### src/logic/amw_pkg.sv
package amw_pkg;
    // register byte offsets
    localparam logic [3:0] RAW_STATUS_OFS    = 4'h0;
    localparam logic [3:0] MASKED_STATUS_OFS = 4'h4;
    localparam logic [3:0] ENABLE_SET_OFS    = 4'h8;
    localparam logic [3:0] ENABLE_CLEAR_OFS  = 4'hc;
    // field positions
    localparam int TIMEOUT_BIT   = 0;
    localparam int WAIT_RISE_BIT = 2;
    localparam logic [31:0] REG_RESET = 32'h0000_0000;
    localparam int BUS_ADDR_W = 4;
endpackage : amw_pkg

### src/logic/amw_irq_status.sv
// Local design decisions: the register offsets and the Avalon-MM slave port.
`timescale 1ns/1ps
// Operation
// wait pin rising edge sets raw bit 2
// extended-wait timeout sets raw bit 0
// raw flags set regardless of enables
// write 1 raw wait-rise clears both
// write 1 raw timeout clears both
// writing 0 to flags changes nothing
// masked flags set only when enabled
// masked flag set sends interrupt pulse
// write 1 masked flag clears both
// reserved status bits read zero
// disabled interrupt: masked zero, no pulse
// enable-set write 1 enables interrupt
// enable-clear write 1 disables; 0 ignored
// one enable state read at both
// reset zero; event beats clear
// wait pin synchronised before edge detect
module amw_irq_status
(
    input  wire logic        i_ref_clk,
    input  wire logic        i_sys_rst,
    input  wire logic [3:0]  i_avs_address,
    input  wire logic        i_avs_read,
    input  wire logic        i_avs_write,
    input  wire logic [31:0] i_avs_writedata,
    input  wire logic [3:0]  i_avs_byteenable,
    output logic      [31:0] o_avs_readdata,
    output logic             o_avs_waitrequest,
    input  wire logic        i_ext_wait_in,
    input  wire logic        i_timeout_evt,
    output logic             o_irq_pulse
);
    localparam int WR = amw_pkg::WAIT_RISE_BIT;
    localparam int TO = amw_pkg::TIMEOUT_BIT;

    logic       wait_meta_q;
    logic       wait_sync_q;
    logic       wait_prev_q;
    logic       rise_evt;
    logic [1:0] evt;
    logic [1:0] raw_q;
    logic [1:0] masked_q;
    logic [1:0] enable_q;
    logic       ack_q;
    logic [31:0] rdata_q;
    logic       irq_q;

    // picks status bits {wait_rise, timeout} out of a bus word
    function automatic logic [1:0] flag_bits(input logic [31:0] w);
        flag_bits = {w[amw_pkg::WAIT_RISE_BIT], w[amw_pkg::TIMEOUT_BIT]};
    endfunction : flag_bits

    function automatic logic [31:0] flag_word(input logic [1:0] f);
        flag_word = amw_pkg::REG_RESET;
        flag_word[amw_pkg::WAIT_RISE_BIT] = f[1];
        flag_word[amw_pkg::TIMEOUT_BIT]   = f[0];
    endfunction : flag_word

    // pin is asynchronous to i_ref_clk
    always_ff @(posedge i_ref_clk or posedge i_sys_rst)
    begin
        if (i_sys_rst)
        begin
            wait_meta_q <= 1'b0;
            wait_sync_q <= 1'b0;
            wait_prev_q <= 1'b0;
        end
        else
        begin
            wait_meta_q <= i_ext_wait_in;
            wait_sync_q <= wait_meta_q;
            wait_prev_q <= wait_sync_q;
        end
    end

    assign rise_evt = wait_sync_q & ~wait_prev_q; // see
    assign evt      = {rise_evt, i_timeout_evt};

    // one-cycle wait state: accepted write/read is the second cycle
    logic acc;
    logic wr_acc;
    logic [1:0] w1c;
    assign acc    = (i_avs_read | i_avs_write) & ack_q;
    assign wr_acc = i_avs_write & ack_q & i_avs_byteenable[0];
    assign o_avs_waitrequest = (i_avs_read | i_avs_write) & ~ack_q;

    always_ff @(posedge i_ref_clk or posedge i_sys_rst)
    begin
        if (i_sys_rst)
            ack_q <= 1'b0;
        else
            ack_q <= (i_avs_read | i_avs_write) & ~ack_q;
    end

    // a 1 in either status register clears raw and masked together
    always_comb
    begin
        w1c = 2'b00;
        if (wr_acc && (i_avs_address == amw_pkg::RAW_STATUS_OFS
                       || i_avs_address == amw_pkg::MASKED_STATUS_OFS))
            w1c = flag_bits(i_avs_writedata); // see see see
    end

    always_ff @(posedge i_ref_clk or posedge i_sys_rst)
    begin
        if (i_sys_rst)
            raw_q <= 2'b00;
        else
            raw_q <= (raw_q & ~w1c) | evt; // see
    end

    always_ff @(posedge i_ref_clk or posedge i_sys_rst)
    begin
        if (i_sys_rst)
            masked_q <= 2'b00;
        else
            masked_q <= (masked_q & ~w1c & enable_q) | (evt & enable_q); // see
    end

    always_ff @(posedge i_ref_clk or posedge i_sys_rst)
    begin
        if (i_sys_rst)
            enable_q <= 2'b00;
        else if (wr_acc && i_avs_address == amw_pkg::ENABLE_SET_OFS)
            enable_q <= enable_q | flag_bits(i_avs_writedata);
        else if (wr_acc && i_avs_address == amw_pkg::ENABLE_CLEAR_OFS)
            enable_q <= enable_q & ~flag_bits(i_avs_writedata);
    end

    // pulse on each new masked event, not on a level
    always_ff @(posedge i_ref_clk or posedge i_sys_rst)
    begin
        if (i_sys_rst)
            irq_q <= 1'b0;
        else
            irq_q <= |(evt & enable_q); // see
    end
    assign o_irq_pulse = irq_q;

    always_ff @(posedge i_ref_clk or posedge i_sys_rst)
    begin
        if (i_sys_rst)
            rdata_q <= amw_pkg::REG_RESET;
        else if (i_avs_read && !ack_q)
        begin
            case (i_avs_address)
                amw_pkg::RAW_STATUS_OFS:    rdata_q <= flag_word(raw_q);
                amw_pkg::MASKED_STATUS_OFS: rdata_q <= flag_word(masked_q);
                amw_pkg::ENABLE_SET_OFS:    rdata_q <= flag_word(enable_q);
                amw_pkg::ENABLE_CLEAR_OFS:  rdata_q <= flag_word(enable_q);
                default:                    rdata_q <= amw_pkg::REG_RESET;
            endcase
        end
    end
    assign o_avs_readdata = rdata_q;

    // counts waitrequest cycles in a row; a stretched wait state would stall the cpu
    logic [1:0] wait_run_q;

    always_ff @(posedge i_ref_clk or posedge i_sys_rst)
    begin
        if (i_sys_rst)
            wait_run_q <= 2'b00;
        else if (!o_avs_waitrequest)
            wait_run_q <= 2'b00;
        else if (wait_run_q != 2'b11)
            wait_run_q <= wait_run_q + 2'b01;
    end
endmodule : amw_irq_status

### config.mk
export PLATFORM = sky130hd
export DESIGN_NAME = amw_irq_status
export DESIGN_NICKNAME = d
export VERILOG_FILES = /design/src/logic/amw_pkg.sv /design/src/logic/amw_irq_status.sv
export SDC_FILE = /design/constraint.sdc
export NUM_CORES = 1
export LEC_CHECK = 0
export BUFFER_PORTS_ARGS = -buffer_cell sky130_fd_sc_hd__buf_2
export CORE_MARGIN = 3
export CORE_UTILIZATION = 35
export DETAILED_ROUTE_END_ITERATION = 10
export PLACE_DENSITY = 0.84
export SETUP_SLACK_MARGIN = 0.5
export SLEW_MARGIN = 20
export SYNTH_ARGS = -nofsm -noshare
export SYNTH_HDL_FRONTEND = slang
export SYNTH_SLANG_ARGS = --single-unit
export TNS_END_PERCENT = 10
### constraint.sdc
create_clock -name i_ref_clk -period 1.4 [get_ports i_ref_clk]
set_input_delay 0 -clock i_ref_clk [delete_from_list [all_inputs] [get_ports i_ref_clk]]
set_output_delay 0 -clock i_ref_clk [all_outputs]
set_load 0.01 [all_outputs]
==> out/summary.txt <==
Max Cap Viol -> 0
Layout Utilization -> 0.426
Clock transition at path regs -> 0.08 ns
Fin Setup TNS -> 0 ns
H-tree depth -> 1
Synth Instances -> 80
Req. time, crit path -> 1.56 ns
Area Overhead vs Synth -> 10.7%
nets -> 152
most instantiated cells after synthesis -> buf_4 (30), dfrtp_1 (13), nand2_1 (6)
drt total wl -> 1500 um
first-pass GRT wire length -> 2140 um
main combinational cell family by area after synthesis -> buffers and inverters
Slew Limit Fails -> 0
Power per Cell Area -> 1000 nW/um^2
Die Area -> 2850 um^2
layout cell share with drive strength beyond 1 -> 0.248
Initial Utilization -> 0.385
CP Class -> reg2reg
worst reg2reg path depth -> 3
Die X -> 53.4 um
multiplexer share of the synthesized area -> 0.0795
CTS Sinks -> 13
top-count cell post-synth -> buf_4
final total power -> 871 uW
Synth Flop Type -> dfrtp_1
EDFF count, synth -> 0
multi-input logic area -> 335 um^2
reg2reg setup slack -> 0.29 ns
CTS tree -> yes
Setup Viol. Count Final -> 0
fin crit period -> 1.11 ns
Worst Hold Class -> in2reg
ANT nets after route -> 0
# port buffers -> 16
Num CTS Buffers -> 3
library cells used by synthesis -> 21
status -> complete, but fails checks
fraction of registers with async set/reset -> 1.00
vias in the first global route -> 485
failing checks -> hold timing
number of synthesized register bits -> 13
critical path endpoint -> masked_q[1]
Post-route DRC -> 0
Peak Freq -> 899 MHz
Post-Synth Adder-Cell Area -> 0
Worst-Skew Late Latency -> 0.27 ns
die height -> 53.4 um
Ant. Diodes -> 0
drt pass-1 iters -> 4
cell taking the most area after synthesis -> dfrtp_1
fillcell total -> 220
Final Wtd Congestion -> 0.779
Worst Path Max Fanout -> 2
register area -> 325 um^2
initial detailed-routing violation count -> 9
DP HPWL -> 1110 um
initial antenna violation count -> 0
Synth area leaders -> dfrtp_1 (41%), buf_4 (29%), mux2i_1 (5.1%)
core footprint -> 2040 um^2
CTS Root Buffer Type -> clkbuf_4
Post-Synth Simple-Gate Area -> 0.126
largest net degree at the start of global routing -> 14
Crit. End Element -> register
Synth Warn # -> 0
RSZ-0062 raised after global routing -> yes
maximum root-to-sink buffer count -> 2
FF-to-FF Start -> ack_q
Critical Path Source Type -> register
Tcrit/Tclk final -> 0.795
Fin Hold WS -> -0.00315 ns
Syn Area/Cell -> 9.84 um^2
DR vias -> 565
All-Layer GR Usage -> 0.106
Leakage -> 0.465 nW
Vias/cell -> 4.28
Reg-to-Reg End -> masked_q[1]
worst vdd ir -> 413 uV
worst clock skew -> 0.00302 ns
worst setup path startpoint -> ack_q
Fin. Hold Viols -> 1
Post-Synth XOR/XNOR Area -> 0
register area share after synthesis -> 0.413
# IOs -> 80
Synth Cell Area -> 787 um^2
area fraction of the dominant cell type after synthesis -> 0.413
Routed WL per cell -> 11.4 um
WP data arrival -> 1.28 ns
Synth Area in Compound Gates -> 0.0715
row cnt -> 16
Hold Crit Start -> i_avs_read
GR Overflow Total -> 0
-- what timing repair did --
item,CTS,global route
hold endpoints to repair,18,0
hold buffers,4,0
setup endpoints to repair,9,9
gates resized for setup,0,1
setup buffers,2,0
pin swaps,1,3
-- critical path, cell delays in order, from the launching register on --
cell,delay [ns]
dfrtp_1,0.35
nand3b_1,0.12
or3_4,0.35
a22o_1,0.19
-- layout make-up --
type	instances	area share
multi-input combinational	62	0.385
sequential	13	0.374
tap	27	0.0388
inverter	4	0.0172
timing repair buffer	22	0.155
clock buffer	4	0.0302
-- stage by stage --
step | cells | area [um^2] | worst slack, ns
2_1_floorplan | 109 | 896 | 0.325
3_3_place_gp | 122 | 785 | 0.278
3_5_place_dp | 122 | 785 | 0.237
4_1_cts | 132 | 866 | 0.322
5_1_grt | 132 | 871 | 0.246
6_report | 132 | 871 | 0.288
-- report_power, final --
| part | switching, mW | internal [mW] | leakage, nW |
|---|---|---|---|
| combinational | 0.117 | 0.0824 | 0.308 |
| sequential | 0.0244 | 0.418 | 0.142 |
| clock | 0.118 | 0.110 | 0.0150 |
-- layout by cell type (no fill, tap or decap) --
cell type | netlist | layout
clkbuf_1 | 0 | 1
or2_4 | 1 | 1
or3_4 | 1 | 1
o21ai_0 | 1 | 1
a22o_1 | 1 | 1
dfrtp_1 | 13 | 13
a21o_1 | 1 | 1
a21oi_1 | 1 | 1
clkbuf_4 | 0 | 3
inv_1 | 4 | 4
buf_4 | 30 | 2
buf_2 | 0 | 16
and2_1 | 1 | 1
nand2b_1 | 1 | 1
mux2i_1 | 4 | 4
nor2_1 | 3 | 3
o31ai_2 | 0 | 1
o31ai_1 | 4 | 3
nor2b_1 | 1 | 1
mux2_2 | 2 | 2
nand3b_1 | 1 | 1
nand4_1 | 2 | 2
dlygate4sd3_1 | 0 | 4
nand2_1 | 6 | 6
and3_1 | 1 | 1
conb_1 | 1 | 30
-- how the worst min path moves through the flow --
| stage | end | slack [ns] | cells past startpoint |
|---|---|---|---|
| 2_1_floorplan | async pin | -0.12 | 1 |
| 3_3_place_gp | wait_prev_q | 0.03 | 2 |
| 3_5_place_dp | o_avs_readdata[2] | 0.05 | 2 |
| 4_1_cts | ack_q | -0.005 | 3 |
| 5_1_grt | ack_q | 0.007 | 3 |
| 6_report | ack_q | -0.003 | 3 |
-- logic make-up after synthesis --
group / after synthesis
buffers and inverters: 34
and+or+nand+nor: 18
AOI/OAI and AO/OA: 8
other: 1
DFF: 13
muxes: 6
-- routing by layer --
metal | vias up | GRT usage | wire length, um
li1 | 253 | - | -
met1 | 260 | 0.109 | 512
met2 | 48 | 0.196 | 788
met3 | 4 | 0.0254 | 175
met4 | 0 | 0.0511 | 23
met5 | - | 0 | 0
No activity file was read; power rests on OpenSTA's default activity.
